--- src/hdl/vbc_pkg.sv ---
package vbc_pkg;

  // register byte offsets on the bus
  localparam logic [7:0] ADDR_REF_DIV = 8'h08;
  localparam logic [7:0] ADDR_INT = 8'h0c;
  localparam logic [7:0] ADDR_FRAC = 8'h10;
  localparam logic [7:0] ADDR_FWD = 8'h14;
  localparam logic [7:0] ADDR_MODE = 8'h18;
  localparam logic [7:0] ADDR_CAL_CFG = 8'h28;
  localparam logic [7:0] ADDR_SW_STAT = 8'h40;
  localparam logic [7:0] ADDR_BIST = 8'h44;

  // field positions
  localparam int CFG_N_LSB = 0;
  localparam int CFG_K_LSB = 6;
  localparam int CFG_FREEZE_BIT = 10;
  localparam int CFG_CAL_DIS_BIT = 11;
  localparam int CFG_M_LSB = 13;
  localparam int MODE_FRAC_BIT = 11;
  localparam int STAT_BUSY_BIT = 8;

  // widths
  localparam int REF_W = 14;
  localparam int INT_W = 19;
  localparam int FRAC_W = 24;
  localparam int ERR_W = 20;
  localparam int MEAS_W = INT_W + 8;
  localparam int RCNT_W = REF_W + 8;

  // reset values
  localparam logic [REF_W-1:0] RST_REF_DIV = 14'h0001;
  localparam logic [INT_W-1:0] RST_INT = 19'h00000;
  localparam logic [FRAC_W-1:0] RST_FRAC = 24'h000000;

  // timing counts in state-machine clocks
  localparam logic [6:0] WAIT_UNIT = 7'h64;
  localparam int VSPI_BITS = 16;
  localparam logic [4:0] VSPI_CYCLES = 5'h14;

  // oscillator-subsystem register that holds the band switches
  localparam logic [3:0] SW_REG_ADDR = 4'h0;

  typedef struct packed {
    logic [1:0] m_sel;
    logic cal_dis;
    logic freeze;
    logic [1:0] wait_k;
    logic [2:0] n_code;
  } vbc_cfg_t;

  typedef struct packed {
    logic [8:0] data;
    logic [3:0] reg_addr;
    logic [2:0] vco_subsystem_select;
  } vbc_vspi_word_t;

  // measurement-length code to count exponent
  function automatic logic [3:0] n_from_code(input logic [2:0] code);
    n_from_code = code[2] ? {2'b00, code[1:0]} + 4'h5 : {2'b00, code[1:0]};
  endfunction

  // divider select to exponent m
  function automatic logic [2:0] m_from_sel(input logic [1:0] sel);
    case (sel)
      2'h0: m_from_sel = 3'h0;
      2'h1: m_from_sel = 3'h2;
      2'h2: m_from_sel = 3'h4;
      default: m_from_sel = 3'h5;
    endcase
  endfunction

  // byte-lane merge for classic wishbone writes
  function automatic logic [31:0] lane_merge(input logic [31:0] old_v, input logic [31:0] new_v,
                                             input logic [3:0] sel);
    for (int i = 0; i < 4; i++) begin
      lane_merge[i*8 +: 8] = sel[i] ? new_v[i*8 +: 8] : old_v[i*8 +: 8];
    end
  endfunction

endpackage

--- src/hdl/vbc_cal_top.sv ---
`timescale 1ns/1ps
// Operation
// - code 0-3 gives n=code, 4-7 gives 5-8
// - worst case five measurements plus fixed overhead
// - internal serial port runs on state-machine clock
// - measurement counts reference edges, not state clocks
// - load fraction only after final switch settled, or after the single measurement when frozen
// - subsystem reached only through forwarding register
// - freeze holds switches, manual writes, mid-rail varactor
// - frozen calibration only measures, switches untouched
// - signed 20-bit count error stored by frozen runs only, bit 19 sign
// - integer write (integer mode) or fraction write (fractional mode) calibrates, or loads when disabled
// - k times 100 wait clocks before each measurement
// - state clock is reference over 2^m, m=0,2,4,5
// - expected count is floor of N times 2^n
module vbc_cal_top #(
  parameter int SW_W = 5
) (
  input wire logic core_clk,
  input wire logic rst,
  input wire logic wb_cyc_i,
  input wire logic wb_stb_i,
  input wire logic wb_we_i,
  input wire logic [7:0] wb_adr_i,
  input wire logic [3:0] wb_sel_i,
  input wire logic [31:0] wb_dat_i,
  output logic [31:0] wb_dat_o,
  output logic wb_ack_o,
  input wire logic ref_edge,
  input wire logic vco_edge,
  output logic vspi_clk,
  output logic vspi_data,
  output logic vspi_le,
  output logic [SW_W-1:0] vco_sw,
  output logic varactor_mid,
  output logic [vbc_pkg::INT_W-1:0] mod_int,
  output logic [vbc_pkg::FRAC_W-1:0] mod_frac,
  output logic mod_load
);

  typedef enum logic [6:0] {
    S_IDLE = 7'b0000001,
    S_SEND = 7'b0000010,
    S_WAIT = 7'b0000100,
    S_MEAS = 7'b0001000,
    S_DECIDE = 7'b0010000,
    S_FINAL = 7'b0100000,
    S_LOAD = 7'b1000000
  } vbc_state_t;

  ////////////////////////////////////////////////////////////////////////////
  // state-machine clock divider

  logic [4:0] div_q, div_d;
  logic [4:0] div_top;
  logic tick;
  vbc_pkg::vbc_cfg_t cfg_q, cfg_d;

  always_comb begin
    div_top = 5'((6'h01 << vbc_pkg::m_from_sel(cfg_q.m_sel)) - 6'h01);
    tick = ref_edge && (div_q >= div_top);
    div_d = div_q;
    if (ref_edge) begin
      div_d = tick ? 5'h00 : div_q + 5'h01;
    end
  end

  always_ff @(posedge core_clk) begin
    if (rst) begin
      div_q <= 5'h00;
    end else begin
      div_q <= div_d;
    end
  end

  ////////////////////////////////////////////////////////////////////////////
  // register file on the bus

  logic [vbc_pkg::REF_W-1:0] ref_div_q, ref_div_d;
  logic [vbc_pkg::INT_W-1:0] int_q, int_d;
  logic [vbc_pkg::FRAC_W-1:0] frac_q, frac_d;
  vbc_pkg::vbc_vspi_word_t fwd_q, fwd_d;
  logic mode_frac_q, mode_frac_d;
  logic ack_q, ack_d;
  logic [31:0] dat_q, dat_d;
  logic [31:0] rd_word, wv;
  logic acc, stall, fwd_start, freq_wr, trig_set, imm_load, man_sw_wr;
  logic vs_busy;
  vbc_state_t st_q, st_d;
  logic [SW_W-1:0] sw_q, sw_d;
  logic [vbc_pkg::ERR_W-1:0] err_q, err_d;

  always_comb begin
    rd_word = 32'h0000_0000;
    case (wb_adr_i)
      vbc_pkg::ADDR_REF_DIV: rd_word = 32'(ref_div_q);
      vbc_pkg::ADDR_INT: rd_word = 32'(int_q);
      vbc_pkg::ADDR_FRAC: rd_word = 32'(frac_q);
      vbc_pkg::ADDR_FWD: rd_word = 32'(fwd_q);
      vbc_pkg::ADDR_MODE: rd_word[vbc_pkg::MODE_FRAC_BIT] = mode_frac_q;
      vbc_pkg::ADDR_CAL_CFG: begin
        rd_word[vbc_pkg::CFG_N_LSB +: 3] = cfg_q.n_code;
        rd_word[vbc_pkg::CFG_K_LSB +: 2] = cfg_q.wait_k;
        rd_word[vbc_pkg::CFG_FREEZE_BIT] = cfg_q.freeze;
        rd_word[vbc_pkg::CFG_CAL_DIS_BIT] = cfg_q.cal_dis;
        rd_word[vbc_pkg::CFG_M_LSB +: 2] = cfg_q.m_sel;
      end
      vbc_pkg::ADDR_SW_STAT: begin
        rd_word[SW_W-1:0] = sw_q;
        // forwarded transfers count as busy, so polling this bit is enough
        rd_word[vbc_pkg::STAT_BUSY_BIT] = (st_q != S_IDLE) || vs_busy;
      end
      vbc_pkg::ADDR_BIST: rd_word = 32'(err_q);
      default: rd_word = 32'h0000_0000;
    endcase
    wv = vbc_pkg::lane_merge(rd_word, wb_dat_i, wb_sel_i);
    acc = wb_cyc_i && wb_stb_i && !ack_q;
    // forwarding waits until calibration is idle and the serial port has no transfer in flight
    stall = wb_we_i && (wb_adr_i == vbc_pkg::ADDR_FWD) && (vs_busy || st_q != S_IDLE);
    ack_d = acc && !stall;
    dat_d = (ack_d && !wb_we_i) ? rd_word : 32'h0000_0000;
    ref_div_d = ref_div_q;
    int_d = int_q;
    frac_d = frac_q;
    fwd_d = fwd_q;
    mode_frac_d = mode_frac_q;
    cfg_d = cfg_q;
    fwd_start = 1'b0;
    freq_wr = 1'b0;
    if (ack_d && wb_we_i) begin
      case (wb_adr_i)
        vbc_pkg::ADDR_REF_DIV: ref_div_d = wv[vbc_pkg::REF_W-1:0];
        vbc_pkg::ADDR_INT: begin
          int_d = wv[vbc_pkg::INT_W-1:0];
          freq_wr = !mode_frac_q;
        end
        vbc_pkg::ADDR_FRAC: begin
          frac_d = wv[vbc_pkg::FRAC_W-1:0];
          freq_wr = mode_frac_q;
        end
        vbc_pkg::ADDR_FWD: begin
          fwd_d = wv[15:0];
          fwd_start = 1'b1;
        end
        vbc_pkg::ADDR_MODE: mode_frac_d = wv[vbc_pkg::MODE_FRAC_BIT];
        vbc_pkg::ADDR_CAL_CFG: begin
          cfg_d.n_code = wv[vbc_pkg::CFG_N_LSB +: 3];
          cfg_d.wait_k = wv[vbc_pkg::CFG_K_LSB +: 2];
          cfg_d.freeze = wv[vbc_pkg::CFG_FREEZE_BIT];
          cfg_d.cal_dis = wv[vbc_pkg::CFG_CAL_DIS_BIT];
          cfg_d.m_sel = wv[vbc_pkg::CFG_M_LSB +: 2];
        end
        default: ;
      endcase
    end
    trig_set = freq_wr && !cfg_q.cal_dis;
    imm_load = freq_wr && cfg_q.cal_dis;
    man_sw_wr = fwd_start && (fwd_d.reg_addr == vbc_pkg::SW_REG_ADDR);
  end

  always_ff @(posedge core_clk) begin
    if (rst) begin
      ref_div_q <= vbc_pkg::RST_REF_DIV;
      int_q <= vbc_pkg::RST_INT;
      frac_q <= vbc_pkg::RST_FRAC;
      fwd_q <= 16'h0000;
      mode_frac_q <= 1'b0;
      cfg_q <= '0;
      ack_q <= 1'b0;
      dat_q <= 32'h0000_0000;
    end else begin
      ref_div_q <= ref_div_d;
      int_q <= int_d;
      frac_q <= frac_d;
      fwd_q <= fwd_d;
      mode_frac_q <= mode_frac_d;
      cfg_q <= cfg_d;
      ack_q <= ack_d;
      dat_q <= dat_d;
    end
  end

  assign wb_ack_o = ack_q;
  assign wb_dat_o = dat_q;

  ////////////////////////////////////////////////////////////////////////////
  // calibration sequencer

  logic [2:0] bit_q, bit_d;
  logic [SW_W-1:0] res_q, res_d, trial;
  logic sent_q, sent_d, trig_q, trig_d, frz_q, frz_d;
  logic [8:0] wcnt_q, wcnt_d;
  logic [vbc_pkg::RCNT_W-1:0] rcnt_q, rcnt_d, rtarget;
  logic [vbc_pkg::MEAS_W-1:0] mcnt_q, mcnt_d, exp_cnt, diff;
  logic [vbc_pkg::INT_W+vbc_pkg::FRAC_W+7:0] n_scaled;
  logic [3:0] n_val;
  logic [vbc_pkg::INT_W-1:0] mod_int_q, mod_int_d;
  logic [vbc_pkg::FRAC_W-1:0] mod_frac_q, mod_frac_d;
  logic load_q, load_d, mid_q, mid_d, fsm_start;
  vbc_pkg::vbc_vspi_word_t cal_word, ser_word;

  always_comb begin
    n_val = vbc_pkg::n_from_code(cfg_q.n_code);
    n_scaled = {8'h00, int_q, frac_q} << n_val;
    exp_cnt = n_scaled[vbc_pkg::INT_W+vbc_pkg::FRAC_W+7:vbc_pkg::FRAC_W];
    rtarget = {8'h00, ref_div_q} << n_val;
    diff = mcnt_q - exp_cnt;
    trial = res_q | (SW_W'(1) << bit_q);
    st_d = st_q;
    bit_d = bit_q;
    res_d = res_q;
    sent_d = sent_q;
    wcnt_d = wcnt_q;
    rcnt_d = rcnt_q;
    mcnt_d = mcnt_q;
    err_d = err_q;
    frz_d = frz_q;
    sw_d = man_sw_wr ? SW_W'(fwd_d.data) : sw_q;
    mod_int_d = mod_int_q;
    mod_frac_d = mod_frac_q;
    load_d = 1'b0;
    fsm_start = 1'b0;
    // a new frequency write wins over the one being consumed
    trig_d = trig_set || trig_q;
    cal_word.data = 9'(st_q == S_FINAL ? res_q : trial);
    cal_word.reg_addr = vbc_pkg::SW_REG_ADDR;
    // selector kept from the forwarding register, never altered here
    cal_word.vco_subsystem_select = fwd_q.vco_subsystem_select;
    if (imm_load) begin
      mod_int_d = int_d;
      mod_frac_d = frac_d;
      load_d = 1'b1;
    end
    unique case (st_q)
      S_IDLE: begin
        if (trig_q) begin
          trig_d = trig_set;
          frz_d = cfg_q.freeze;
          bit_d = 3'(SW_W - 1);
          res_d = '0;
          sent_d = 1'b0;
          wcnt_d = 9'h000;
          st_d = cfg_q.freeze ? S_WAIT : S_SEND;
        end
      end
      S_SEND, S_FINAL: begin
        // a forwarded word still shifting would swallow the start
        if (!sent_q && !vs_busy) begin
          fsm_start = 1'b1;
          sent_d = 1'b1;
          if (st_q == S_SEND) begin
            sw_d = trial;
          end else begin
            sw_d = res_q;
          end
        end else if (sent_q && !vs_busy) begin
          sent_d = 1'b0;
          wcnt_d = 9'h000;
          st_d = (st_q == S_FINAL) ? S_LOAD : S_WAIT;
        end
      end
      S_WAIT: begin
        // open the window on a reference edge so no partial period is counted
        if ((wcnt_q >= 9'(cfg_q.wait_k) * 9'(vbc_pkg::WAIT_UNIT)) && ref_edge) begin
          rcnt_d = '0;
          mcnt_d = '0;
          st_d = S_MEAS;
        end else if (tick) begin
          wcnt_d = wcnt_q + 9'h001;
        end
      end
      S_MEAS: begin
        // gated by reference edges only, so the divider cannot bias the count
        if (rcnt_q >= rtarget) begin
          st_d = S_DECIDE;
        end else begin
          if (ref_edge) begin
            rcnt_d = rcnt_q + 1'b1;
          end
          if (vco_edge) begin
            mcnt_d = mcnt_q + 1'b1;
          end
        end
      end
      S_DECIDE: begin
        if (frz_q) begin
          err_d = diff[vbc_pkg::ERR_W-1:0];
          st_d = S_LOAD;
        end else begin
          // higher switch code lowers the frequency: keep the bit while too fast
          if (mcnt_q > exp_cnt) begin
            res_d = trial;
          end
          if (bit_q == 3'h0) begin
            st_d = S_FINAL;
          end else begin
            bit_d = bit_q - 3'h1;
            st_d = S_SEND;
          end
        end
      end
      S_LOAD: begin
        mod_int_d = int_q;
        mod_frac_d = frac_q;
        load_d = 1'b1;
        st_d = S_IDLE;
      end
    endcase
    mid_d = cfg_q.freeze || (st_d != S_IDLE);
  end

  always_ff @(posedge core_clk) begin
    if (rst) begin
      st_q <= S_IDLE;
      bit_q <= 3'h0;
      res_q <= '0;
      sent_q <= 1'b0;
      trig_q <= 1'b0;
      frz_q <= 1'b0;
      wcnt_q <= 9'h000;
      rcnt_q <= '0;
      mcnt_q <= '0;
      err_q <= '0;
      sw_q <= '0;
      mod_int_q <= vbc_pkg::RST_INT;
      mod_frac_q <= vbc_pkg::RST_FRAC;
      load_q <= 1'b0;
      mid_q <= 1'b0;
    end else begin
      st_q <= st_d;
      bit_q <= bit_d;
      res_q <= res_d;
      sent_q <= sent_d;
      trig_q <= trig_d;
      frz_q <= frz_d;
      wcnt_q <= wcnt_d;
      rcnt_q <= rcnt_d;
      mcnt_q <= mcnt_d;
      err_q <= err_d;
      sw_q <= sw_d;
      mod_int_q <= mod_int_d;
      mod_frac_q <= mod_frac_d;
      load_q <= load_d;
      mid_q <= mid_d;
    end
  end

  assign vco_sw = sw_q;
  assign varactor_mid = mid_q;
  assign mod_int = mod_int_q;
  assign mod_frac = mod_frac_q;
  assign mod_load = load_q;
  assign ser_word = fsm_start ? cal_word : fwd_d;

  ////////////////////////////////////////////////////////////////////////////
  // internal oscillator-subsystem serial port

  vbc_vspi_ser u_ser (
    .core_clk(core_clk),
    .rst(rst),
    .tick(tick),
    .start(fsm_start || fwd_start),
    .word(ser_word),
    .busy(vs_busy),
    .vspi_clk(vspi_clk),
    .vspi_data(vspi_data),
    .vspi_le(vspi_le)
  );

endmodule

--- src/hdl/vbc_vspi_ser.sv ---
`timescale 1ns/1ps
// shifts one 16-bit word to the oscillator subsystem, one bit per
// state-machine clock; a transfer occupies 20 such clocks in total
module vbc_vspi_ser (
  input wire logic core_clk,
  input wire logic rst,
  input wire logic tick,
  input wire logic start,
  input wire vbc_pkg::vbc_vspi_word_t word,
  output logic busy,
  output logic vspi_clk,
  output logic vspi_data,
  output logic vspi_le
);

  logic busy_q, busy_d;
  logic [4:0] cnt_q, cnt_d;
  logic [15:0] sh_q, sh_d;
  logic arm_q, arm_d;
  logic sclk_q, sclk_d;
  logic data_q, data_d;
  logic le_q, le_d;

  always_comb begin
    busy_d = busy_q;
    cnt_d = cnt_q;
    sh_d = sh_q;
    data_d = data_q;
    arm_d = 1'b0;
    sclk_d = arm_q;
    le_d = 1'b0;
    if (!busy_q) begin
      if (start) begin
        busy_d = 1'b1;
        sh_d = word;
        cnt_d = 5'h00;
      end
    end else if (tick) begin
      if (cnt_q < 5'(vbc_pkg::VSPI_BITS)) begin
        data_d = sh_q[15];
        sh_d = {sh_q[14:0], 1'b0};
        // clock edge follows data by one core cycle for setup
        arm_d = 1'b1;
      end
      if (cnt_q == vbc_pkg::VSPI_CYCLES - 5'h01) begin
        busy_d = 1'b0;
        le_d = 1'b1;
      end else begin
        cnt_d = cnt_q + 5'h01;
      end
    end
  end

  always_ff @(posedge core_clk) begin
    if (rst) begin
      busy_q <= 1'b0;
      cnt_q <= 5'h00;
      sh_q <= 16'h0000;
      arm_q <= 1'b0;
      sclk_q <= 1'b0;
      data_q <= 1'b0;
      le_q <= 1'b0;
    end else begin
      busy_q <= busy_d;
      cnt_q <= cnt_d;
      sh_q <= sh_d;
      arm_q <= arm_d;
      sclk_q <= sclk_d;
      data_q <= data_d;
      le_q <= le_d;
    end
  end

  assign busy = busy_q;
  assign vspi_clk = sclk_q;
  assign vspi_data = data_q;
  assign vspi_le = le_q;

endmodule

--- config.mk ---
export PLATFORM = sky130hd
export DESIGN_NAME = vbc_cal_top
export DESIGN_NICKNAME = d
export VERILOG_FILES = /design/src/hdl/vbc_pkg.sv /design/src/hdl/vbc_cal_top.sv /design/src/hdl/vbc_vspi_ser.sv
export SDC_FILE = /design/constraint.sdc
export NUM_CORES = 1
export LEC_CHECK = 0
export ABC_CLOCK_PERIOD_IN_PS = 5900
export BUFFER_PORTS_ARGS = -buffer_cell sky130_fd_sc_hd__buf_2
export CORE_MARGIN = 2
export CORE_UTILIZATION = 45
export CTS_BUF_LIST = sky130_fd_sc_hd__clkbuf_4 sky130_fd_sc_hd__clkbuf_8
export DETAILED_ROUTE_END_ITERATION = 12
export GPL_TIMING_DRIVEN = 0
export SKIP_LAST_GASP = 1
export SYNTH_ARGS = -nofsm -noshare
export SYNTH_HDL_FRONTEND = slang
export SYNTH_HIERARCHICAL = 1
export SYNTH_SLANG_ARGS = --single-unit
--- constraint.sdc ---
create_clock -name core_clk -period 5.9 [get_ports core_clk]
set_clock_uncertainty 0.2 [all_clocks]
set_input_delay 0.59 -clock core_clk [delete_from_list [all_inputs] [get_ports core_clk]]
set_output_delay 0.59 -clock core_clk [all_outputs]
set_load 0.03 [all_outputs]
---- Word level (Yosys, flattened, before mapping) ----
Cells that the tools add are included.
cells by class
  $add $sub $neg .......................... 9
  bitwise operators ....................... 4
  multipliers ............................. 1
  equality and inequality tests ........... 36
  reductions and logical operators ........ 51
  shift-type cells ........................ 4
  $lt $le $gt $ge ......................... 5
  multiplexer cells ....................... 93
operator list
  cell                                                                    count
  16-bit 2-to-1 mux                                                       7
  24-bit 2-to-1 mux                                                       4
  27-bit 2-to-1 mux                                                       3
  19-bit 2-to-1 mux                                                       4
  22-bit 2-to-1 mux                                                       3
  5-bit 2-to-1 mux                                                        13
  27-bit one-hot mux with 2 select lines                                  1
  43-bit by 4-bit left shift with 51-bit output                           1
  7-bit 2-to-1 mux                                                        7
  9-bit 2-to-1 mux                                                        5
  22-bit one-hot mux with 2 select lines                                  1
  7-bit one-hot mux with 6 select lines                                   1
  2-bit one-hot mux with 6 select lines                                   3
  9-bit one-hot mux with 4 select lines                                   1
  2-bit != test (second input constant)                                   15
  27-bit by 1-bit adder with 27-bit output (second input constant)        1
  27-bit greater-than comparator                                          1
  9-bit one-hot mux with 3 select lines                                   1
  8-bit by 5-bit equality test with 1-bit output (second input constant)  3
  8-bit 2-to-1 mux                                                        3
  22-bit by 1-bit adder with 22-bit output (second input constant)        1
  22-bit >= comparator                                                    1
  14-bit by 4-bit left shift with 22-bit output                           1
  3-bit one-hot mux with 7 select lines                                   1
  53 further kinds                                                        121
word-level totals
  input bits .............................. 51
  register bits after elaboration ......... 293
  output and inout port bits .............. 86

---- Logic depth before layout (Yosys ltp) ----
Gate-level depths: netlist (run 1).
  depth in word-level cells ............... 12
  depth in mapped cells ................... 22
  gate-level depth less buffers ........... 18

---- Hierarchy ----
Netlist (run 1), hierarchy kept.
by module, submodules not included
  module        instances  area each (um2)  sequential area each (um2)  cells each
  vbc_cal_top   1          15463.6          5185.0                      1868
  vbc_vspi_ser  1          1191.1           520.5                       120

---- Worst setup path before layout (run 1) ----
OpenSTA, ideal clock, no wires.
  path type ............................... flip-flop to flip-flop
  from .................................... register cfg_q[2] (netlist bit)
  to ...................................... register mcnt_q[26] (netlist bit)
  buffers on the path ..................... 4
  setup slack ............................. 1.336 ns
  clock period less this slack ............ 4.564 ns
  data required time ...................... 5.629 ns
  arrival ................................. 4.294 ns
  cell stages (with the launch flop) ...... 22
  path through ............................ dfxtp_1 > clkbuf_1 > clkinv_1 > nand2_1 > and2_1 > buf_2 > buf_2 > mux2i_1 > mux2i_1 > mux2i_1 > nor2_1 > a21oi_1 > ha_1 > a21oi_1 > o21ai_1 > a2111oi_0 > o41ai_1 > a211oi_2 > o2111ai_2 > clkbuf_1 > or4_1 > a21oi_1
between the ends
  word-level cells in the longest chain between the ends .. 5
RTL lines
  what                                           line                text
  start: declaration                             vbc_cal_top.sv:57   vbc_pkg::vbc_cfg_t cfg_q, cfg_d;
  start signal: assignment                       vbc_cal_top.sv:177  cfg_q <= cfg_d;
  4-bit 2-to-1 mux                               vbc_pkg.sv:59       n_from_code = code[2] ? {2'b00, code[1:0]} + 4'h5 : {2'b00, code[1:0]};
  14-bit by 4-bit left shift with 22-bit output  vbc_cal_top.sv:206  rtarget = {8'h00, ref_div_q} << n_val;
  22-bit >= comparator                           vbc_cal_top.sv:274  if (rcnt_q >= rtarget) begin
  2-bit != test (no line)                        --
  4-bit AND reduction (no line)                  --
  end signal: assignment                         vbc_cal_top.sv:338  mcnt_q <= mcnt_d;
  end: declaration                               vbc_cal_top.sv:194  logic [vbc_pkg::MEAS_W-1:0] mcnt_q, mcnt_d, exp_cnt, diff;
No other way between the ends.
A chain may end at the register's enable or synchronous reset.

---- Worst setup path after layout (run 1) ----
  from .................................... register cfg_q[0] (netlist bit)
  to ...................................... register err_q[18] (netlist bit)
between the ends
  word-level cells in the longest chain between the ends .. 4
RTL lines
  what                                             line                text
  2-bit by 3-bit adder with 4-bit output           vbc_pkg.sv:59
  4-bit 2-to-1 mux *                               vbc_pkg.sv:59
  43-bit by 4-bit left shift with 51-bit output *  vbc_cal_top.sv:204  n_scaled = {8'h00, int_q, frac_q} << n_val;
  20-bit subtractor *                              vbc_cal_top.sv:207  diff = mcnt_q - exp_cnt;
  end signal: assignment                           vbc_cal_top.sv:339  err_q <= err_d;
  end: declaration                                 vbc_cal_top.sv:91   logic [vbc_pkg::ERR_W-1:0] err_q, err_d;
Every way passes the cells marked *; elsewhere a longest branch is shown, timed or not.

==> results_tabular.tex, run 1 <==
\begin{tabular}{lr}
\hline
Metric & Value \\
\hline
\multicolumn{2}{l}{\textbf{Setup path}} \\
Most Frequent Cell on Critical Path & o21ai\_0 \\
Category of the worst setup path launch point & flop \\
Slack of the worst reg-to-reg path & 310 ps \\
Critical-path top delay cell & fa\_1 \\
Terminus of the critical flop-to-flop path & err\_q[18] \\
Crit Reg-Reg Startpoint & cfg\_q[0] \\
Buffer and inverter count on the worst path & 3 \\
Critical Path Sink Type & flop \\
Worst path top cell family by delay & compound AO/OA/AOI/OAI gates \\
Worst Path Required & 6220 ps \\
Highest fanout seen on the critical path & 10 \\
Depth of the most critical reg-to-reg path & 17 \\
Class of the most critical setup path & reg -> reg \\
WP data arrival & 5910 ps \\
Cells along the critical path & clkbuf\_1 > xnor2\_1 > clkbuf\_2 > clkbuf\_1 > mux2i\_1 > mux2i\_1 > nand2\_1 > o21ai\_0 > fa\_1 > a211oi\_1 > o211a\_1 > nor2\_1 > o21ai\_0 > o21ai\_0 > a31oi\_1 > xor2\_1 > o31ai\_1 \\
CP max stage delay & 530 ps \\
\multicolumn{2}{l}{\textbf{Placed design}} \\
IO buf count & 115 \\
Last weighted congestion value of the routability-driven placer & 0.986 \\
Final HPWL from detailed placement & 47.0 mm \\
\multicolumn{2}{l}{\textbf{Drt}} \\
Iteration-0 DRC count of the detailed router & 1627 \\
Number of nets still failing antenna checks after routing & 0 \\
DRC violation count after routing & 0 \\
Detailed-route wire length & about 61 mm \\
WL/cell & approximately 23 µm \\
Detailed-route via count & 16300 \\
Drt pass-1 iters & 6 \\
Per-cell via count in the routed design & 6.08 \\
\multicolumn{2}{l}{\textbf{Logic synthesis}} \\
Register bit count reported by yosys & 285 \\
Syn\_area\_per\_cell & 8.38 µm² \\
Most area-consuming cells after synthesis & dfxtp\_1 34\%, mux2i\_1 11\%, ha\_1 5.6\% \\
Share of synthesized area occupied by flip-flops and latches & 0.343 \\
Post-synthesis instance total & roughly 2000 \\
Cell Area, Synth & 16700 µm² \\
EDFF count, synth & 0 \\
Proportion of synthesized flip-flops having asynchronous set or reset & 0 \\
Cell type with the highest aggregate area in the netlist & dfxtp\_1 \\
Yosys warning count & 6 \\
Prevailing post-synth register cell & dfxtp\_1 \\
Number of distinct standard cells referenced by the synthesized netlist & 92 \\
Top cell type's share of synthesized area & 0.343 \\
\multicolumn{2}{l}{\textbf{GRT}} \\
Number of global-route vias before repair & 15200 \\
Number of antenna violations at the first check in global routing & 2 \\
Total congestion overflow & 0 \\
Maximum number of pins on one net before global-route repair & 16 \\
Wire length of the first global-routing pass & about 90 mm \\
Total global routing track utilization & 0.308 \\
\multicolumn{2}{l}{\textbf{Clock network}} \\
Maximum buffer depth of the clock tree & 3 \\
H-tree depth reported by CTS & 2 \\
Sinks on Clock Net & 285 \\
Clock slew seen by the registers of the worst setup and hold paths & 70 ps \\
Number of clock buffers inserted by TritonCTS & 52 \\
CTS tree & built \\
Clock latency on the worst-skew pair & 660 ps \\
Root buffer cell & clkbuf\_8 \\
\multicolumn{2}{l}{\textbf{STA}} \\
RSZ-0062 raised after global routing & false \\
Setup violation total in the final timing report & 0 \\
Final period util & 0.947 \\
Worst rel slew slack & 0.186 \\
Final Hold Viols & 0 \\
Total negative slack for setup checks & 0 ps \\
Min Clock Period, post-route & 5590 ps \\
Fmax & 0.179 GHz \\
Number of max-slew violations in the final report & 0 \\
Worst slew pin tran & 1190 ps \\
\multicolumn{2}{l}{\textbf{Floorplanning}} \\
Horiz. Die Dim & about 200 µm \\
Initial core utilization & 0.456 \\
Floorplan die area & 38600 µm² \\
Standard-cell row count & 70 \\
Y dimension of the die & 196 µm \\
Area inside the core boundary & 36500 µm² \\
Top-level I/O count & 137 \\
\multicolumn{2}{l}{\textbf{Power}} \\
Worst vdd rail ir drop & about 0.22 mV \\
Ratio of total power to cell area & 224 nW/µm² \\
Leakage power of the design & 0.00743 µW \\
\multicolumn{2}{l}{\textbf{Final layout}} \\
Commonest non-fill, non-tap cell in the layout & dfxtp\_1 \\
Commonest cells after routing, fill and taps aside & 285 x dfxtp\_1, 200 x nor2\_1, 197 x nand2\_1, 188 x mux2i\_1, 162 x a21oi\_1 \\
\# fillers & roughly 3600 \\
Proportion of layout cells with a drive suffix above 1 & 0.146 \\
Number of inserted diodes & 0 \\
Fin util & 0.524 \\
Number of nets in the finished design & 2294 \\
Signed area change from the synthesized netlist to the final layout & 14.9\% \\
\multicolumn{2}{l}{\textbf{Worst hold path}} \\
Hold Path Sink & frac\_q[20] \\
Type of the most critical hold path & in -> reg \\
HP Start & wb\_dat\_i[20] \\
Hold depth & 3 \\
\multicolumn{2}{l}{\textbf{Run status}} \\
Outcome & completed \\
\multicolumn{2}{l}{\textbf{Flow run}} \\
Number of maximum-capacitance constraint violations & 0 \\
\hline
\end{tabular}
## where the power goes
part / switching, µW / internal (µW)
sequential: 1.11 / 1930
clock: 913 / 1290
combinational: 118 / 40.5
## layer usage
metal  global-route usage  vias up  part of all wire
met2                0.479      670              0.44
met1                0.433     7833              0.45
met5                    0        -           0.00021
met3               0.0491      129             0.078
li1                     -     7626                 -
met4                0.111        2             0.034
## worst reg2reg max path, stage by stage (launching register included)
cell,delay (ps)
dfxtp_1,360
clkbuf_1,390
xnor2_1,260
clkbuf_2,370
clkbuf_1,500
mux2i_1,320
mux2i_1,100
nand2_1,90
o21ai_0,200
fa_1,530
a211oi_1,530
o211a_1,270
nor2_1,70
o21ai_0,400
o21ai_0,250
a31oi_1,240
xor2_1,290
o31ai_1,90
## worst max-delay path by stage
stage | endpoint | cells after the start | slack [ps] | start
6_report | err_q[18] | 17 | 310 | cfg_q[0]
5_1_grt | mcnt_q[26] | 18 | 20 | cfg_q[0]
4_1_cts | res_q[4] | 17 | 80 | cfg_q[0]
3_5_place_dp | res_q[4] | 17 | 130 | cfg_q[0]
3_3_place_gp | res_q[4] | 16 | 50 | cfg_q[0]
2_1_floorplan | mcnt_q[26] | 21 | 1340 | cfg_q[2]
## cell families after synthesis
family          after synthesis  share of synthesized area
simple gates                705                      0.210
compound gates              506                      0.200
flops                       285                      0.343
mux                         206                      0.127
buf+inv                     183                     0.0486
fa+ha+maj                    75                     0.0568
xor+xnor                     27                     0.0142
other cells                   1                   0.000225
## cells in the mapped netlist, types with 9 or more instances
library cell  instances
or3_1                40
a211o_1              26
nand4b_1             11
o21ai_0              95
buf_4                15
inv_1                50
a22oi_1              36
o31ai_1              22
o211ai_1             13
nand2b_1             11
a21oi_1             163
nor2_1              200
a21o_1               16
mux2i_1             188
or4_1                19
xnor2_1              13
nand2_1             197
and2_1               17
clkbuf_1             76
nand4_1              24
nor2b_1              19
o2bb2ai_1            18
xor2_1               14
a211oi_2              9
ha_1                 74
nor3_1               21
mux2_2               14
dfxtp_1             285
a31oi_1              11
a211oi_1             19
buf_1                13
nand3_1              74
and3_1               22
buf_2                23
## timing repair
item                                    4_1_cts  5_1_grt
resized for setup                             0       11
hold buffers                                  2        0
endpoints found under the setup margin        0       41
setup buffers                                 0        3
hold endpoints to repair                      2        0
## flip-flops by register name, summed over array words and instances, names as in the netlist, 5 cells and up
name         flops
cfg_q            9
err_q           20
vco_sw           5
int_q           19
u_ser/sh_q      16
div_q            5
ref_div_q       14
mcnt_q          27
st_q             7
fwd_q           13
mod_int         19
wb_dat_o        24
u_ser/cnt_q      5
res_q            5
rcnt_q          22
frac_q          24
wcnt_q           9
mod_frac        24
## per-stage QoR
step | total power [µW] | cell area (µm²) | cells | hold slack, ps | worst slack (ps)
2_1_floorplan | 2050 | 16700 | 1995 | 214 | 1340
3_3_place_gp | 2120 | 17800 | 2578 | 236 | 49.6
3_5_place_dp | 2120 | 17800 | 2578 | 243 | 133
4_1_cts | 4310 | 19100 | 2672 | 5.42 | 82.0
5_1_grt | 4390 | 19100 | 2674 | 66.1 | 19.2
6_report | 4290 | 19100 | 2674 | 38.1 | 312
## layout make-up
class,count,area [µm²],share of cell area
well taps,468,586,0.0306
repair buffers,120,618,0.0323
inverters,51,195,0.0102
plain buffers,131,621,0.0324
flip-flops and latches,285,5710,0.298
multi-input cells,1527,10200,0.533
clock buffers,79,1020,0.0536
clock inverters,13,195,0.0102
No activity file was read; power rests on OpenSTA's default activity.
==> run 2: changes to the inputs <==
ABC_CLOCK_PERIOD_IN_PS = 6300   (was 5900)
CTS_CLUSTER_SIZE = 16   (was unset)
RECOVER_POWER = 50   (was unset)
clock period = 6.3 ns   (was 5.9 ns; I/O delays follow)
==> results_tabular.tex, run 2 (synthesis gave the netlist of run 1 again) <==
\begin{tabular}{lr}
\hline
Metric & Value \\
\hline
\multicolumn{2}{l}{\textbf{Run status}} \\
Outcome & finished with violations \\
Failing checks & capacitance limit, slew limit \\
\multicolumn{2}{l}{\textbf{Drt}} \\
Iteration-0 DRC count of the detailed router & 1608 (-1.2\%) \\
DRC violation count after routing & 0 (unchanged) \\
Per-cell via count in the routed design & 6.09 (about the same) \\
Detailed-route wire length & 60.8 mm (+0.12\%) \\
Number of nets still failing antenna checks after routing & 0 (unchanged) \\
Drt pass-1 iters & 6 (unchanged) \\
Detailed-route via count & 16200 (-0.074\%) \\
WL/cell & 22.8 µm (+0.27\%) \\
\multicolumn{2}{l}{\textbf{Placed design}} \\
IO buf count & 115 (unchanged) \\
Post-placement cell count & 2578 (unchanged) \\
Last weighted congestion value of the routability-driven placer & 0.986 (unchanged) \\
Final HPWL from detailed placement & 47.0 mm (unchanged) \\
Setup slack after placement & 533 ps (+400 ps) \\
\multicolumn{2}{l}{\textbf{Setup path}} \\
WP data arrival & 6330 ps (+420 ps) \\
Critical Path Sink Type & flop \\
CP max stage delay & 640 ps (+110 ps) \\
Slack of the worst reg-to-reg path & 360 ps (+50 ps) \\
Category of the worst setup path launch point & flop \\
Crit Reg-Reg Startpoint & cfg\_q[0] \\
Worst Path Required & 6690 ps (+470 ps) \\
Cells along the critical path & clkbuf\_1 > xnor2\_1 > clkbuf\_1 > clkbuf\_1 > mux2i\_1 > mux2i\_1 > nand2\_1 > o21ai\_0 > ha\_1 > nor2b\_1 > o211ai\_1 > a31oi\_1 > o211ai\_1 > a21oi\_1 > o21ai\_0 > a21oi\_1 > a32o\_1 \\
Most Frequent Cell on Critical Path & clkbuf\_1 \\
Highest fanout seen on the critical path & 10 (unchanged) \\
Terminus of the critical flop-to-flop path & res\_q[4] \\
Depth of the most critical reg-to-reg path & 17 (unchanged) \\
Class of the most critical setup path & reg -> reg \\
Critical-path top delay cell & a21oi\_1 \\
\multicolumn{2}{l}{\textbf{STA}} \\
Final period util & 0.943 (-0.00417) \\
Total negative slack for setup checks & 0 ps (unchanged) \\
Fmax & 0.168 GHz (-5.9\%) \\
Setup violation total in the final timing report & 0 (unchanged) \\
RSZ-0062 raised after global routing & false \\
Final Hold Viols & 0 (unchanged) \\
Number of max-slew violations in the final report & 10 (+10) \\
Worst rel slew slack & -0.0246 (-0.211) \\
Worst slew pin tran & 1530 ps (+338 ps) \\
Smallest setup slack after layout & 359 ps (+47.4 ps) \\
Min Clock Period, post-route & 5940 ps (+353 ps) \\
\multicolumn{2}{l}{\textbf{Clock network}} \\
Post-CTS Repair Setup Buffers & 0 (unchanged) \\
Sinks on Clock Net & 285 (unchanged) \\
H-tree depth reported by CTS & 2 (unchanged) \\
Clock latency on the worst-skew pair & 660 ps (about the same) \\
Count of hold-fix buffers inserted at cts & 0 (-2) \\
CTS resizes & 0 (unchanged) \\
Maximum buffer depth of the clock tree & 3 (unchanged) \\
CTS tree & built \\
Number of clock buffers inserted by TritonCTS & 52 (unchanged) \\
Clock slew seen by the registers of the worst setup and hold paths & 60 ps (about the same) \\
Root buffer cell & clkbuf\_8 \\
\multicolumn{2}{l}{\textbf{Final layout}} \\
Proportion of layout cells with a drive suffix above 1 & 0.0976 (-0.0479) \\
Signed area change from the synthesized netlist to the final layout & 13.4\% \\
Number of inserted diodes & 0 (unchanged) \\
Commonest non-fill, non-tap cell in the layout & dfxtp\_1 \\
Commonest cells after routing, fill and taps aside & 285 x dfxtp\_1, 200 x nor2\_1, 199 x nand2\_1, 190 x mux2i\_1, 165 x clkbuf\_1 \\
Most flops, register & mcnt\_q \\
Layout Cells excl Fill & 2670 (-0.15\%) \\
Fin util & 0.517 (-0.00675) \\
Number of nets in the finished design & 2290 (-0.17\%) \\
Flip-flop count of the largest register, all copies and words added & 27 (unchanged) \\
\multicolumn{2}{l}{\textbf{Power}} \\
Leakage power of the design & 0.00701 µW (-5.7\%) \\
Worst vdd rail ir drop & 0.206 mV (-6.3\%) \\
Ratio of total power to cell area & 212 nW/µm² (-5.2\%) \\
\multicolumn{2}{l}{\textbf{Floorplanning}} \\
Area inside the core boundary & 36500 µm² (unchanged) \\
Initial core utilization & 0.456 (unchanged) \\
Top-level I/O count & 137 (unchanged) \\
Standard-cell row count & 70 (unchanged) \\
Floorplan die area & 38600 µm² (unchanged) \\
Y dimension of the die & 196 µm (unchanged) \\
Horiz. Die Dim & 196 µm (unchanged) \\
\multicolumn{2}{l}{\textbf{GRT}} \\
Met3 demand-to-capacity share in global routing & 0.0495 (+0.000342) \\
Busiest metal layer after global routing & met2 \\
Total global routing track utilization & 0.308 (about the same) \\
Maximum number of pins on one net before global-route repair & 16 (unchanged) \\
Global-route track usage on met1 & 0.433 (unchanged) \\
Number of antenna violations at the first check in global routing & 2 (unchanged) \\
Total congestion overflow & 0 (unchanged) \\
Wire length of the first global-routing pass & 91.2 mm (about the same) \\
Number of global-route vias before repair & 15100 (-0.079\%) \\
Met2 GRT Util & 0.479 (-0.000525) \\
\multicolumn{2}{l}{\textbf{Worst hold path}} \\
Hold depth & 3 (unchanged) \\
Hold Path Sink & frac\_q[23] \\
Type of the most critical hold path & in -> reg \\
HP Start & wb\_dat\_i[23] \\
\multicolumn{2}{l}{\textbf{Flow run}} \\
Number of maximum-capacitance constraint violations & 1 (+1) \\
\hline
\end{tabular}
run 2: worst max-delay path: cells and delay by family (launching register included):
family                   cells  cell delay [ps]
XOR/XNOR                     1              250
AO/OA/AOI/OAI                8             2530
AND/OR/NAND/NOR              2              270
adder cells (fa/ha/maj)      1              380
flip-flops                   1              360
buffers and inverters        3             1450
multiplexers                 2              420
run 2: layout make-up:
type	count	area (µm²)
clock inverter	13	195
inverter	51	191
sequential	285	5710
buffer	132	603
fill	3616	17600
tap	468	586
timing repair buffer	115	475
multi-input combinational	1527	10100
clock buffer	79	1020
run 2: worst max path at each step:
| stage | cells after the start | from | slack [ps] | endpoint |
|---|---|---|---|---|
| 3_5_place_dp | 17 | cfg_q[0] | 530 | res_q[4] |
| 4_1_cts | 17 | cfg_q[0] | 480 | res_q[4] |
| 5_1_grt | 22 | cfg_q[2] | 40 | mcnt_q[26] |
| 3_3_place_gp | 16 | cfg_q[0] | 450 | res_q[4] |
| 6_report | 17 | cfg_q[0] | 360 | res_q[4] |
| 2_1_floorplan | 21 | cfg_q[2] | 1740 | mcnt_q[26] |
run 2: report_power, final:
group          switching, µW  internal (µW)  leakage, µW
combinational            110           35.5      0.00409
clock                    854           1210     0.000629
sequential              1.06           1800      0.00229
run 2: through the flow:
stage / area [µm²] / total power (µW) / hold slack [ps]
after global routing: 18900 / 4110 / 69.2
after CTS: 19100 / 4030 / 25.6
after global placement: 17800 / 1990 / 236
after floorplan: 16700 / 1920 / 214
final: 18900 / 4010 / 59.0
after detailed placement: 17800 / 1990 / 243
run 2: layer usage:
metal | wire length (µm) | vias up
met5 | 13 | -
li1 | - | 7616
met4 | 2070 | 2
met3 | 4340 | 128
met1 | 27700 | 7879
met2 | 26700 | 623
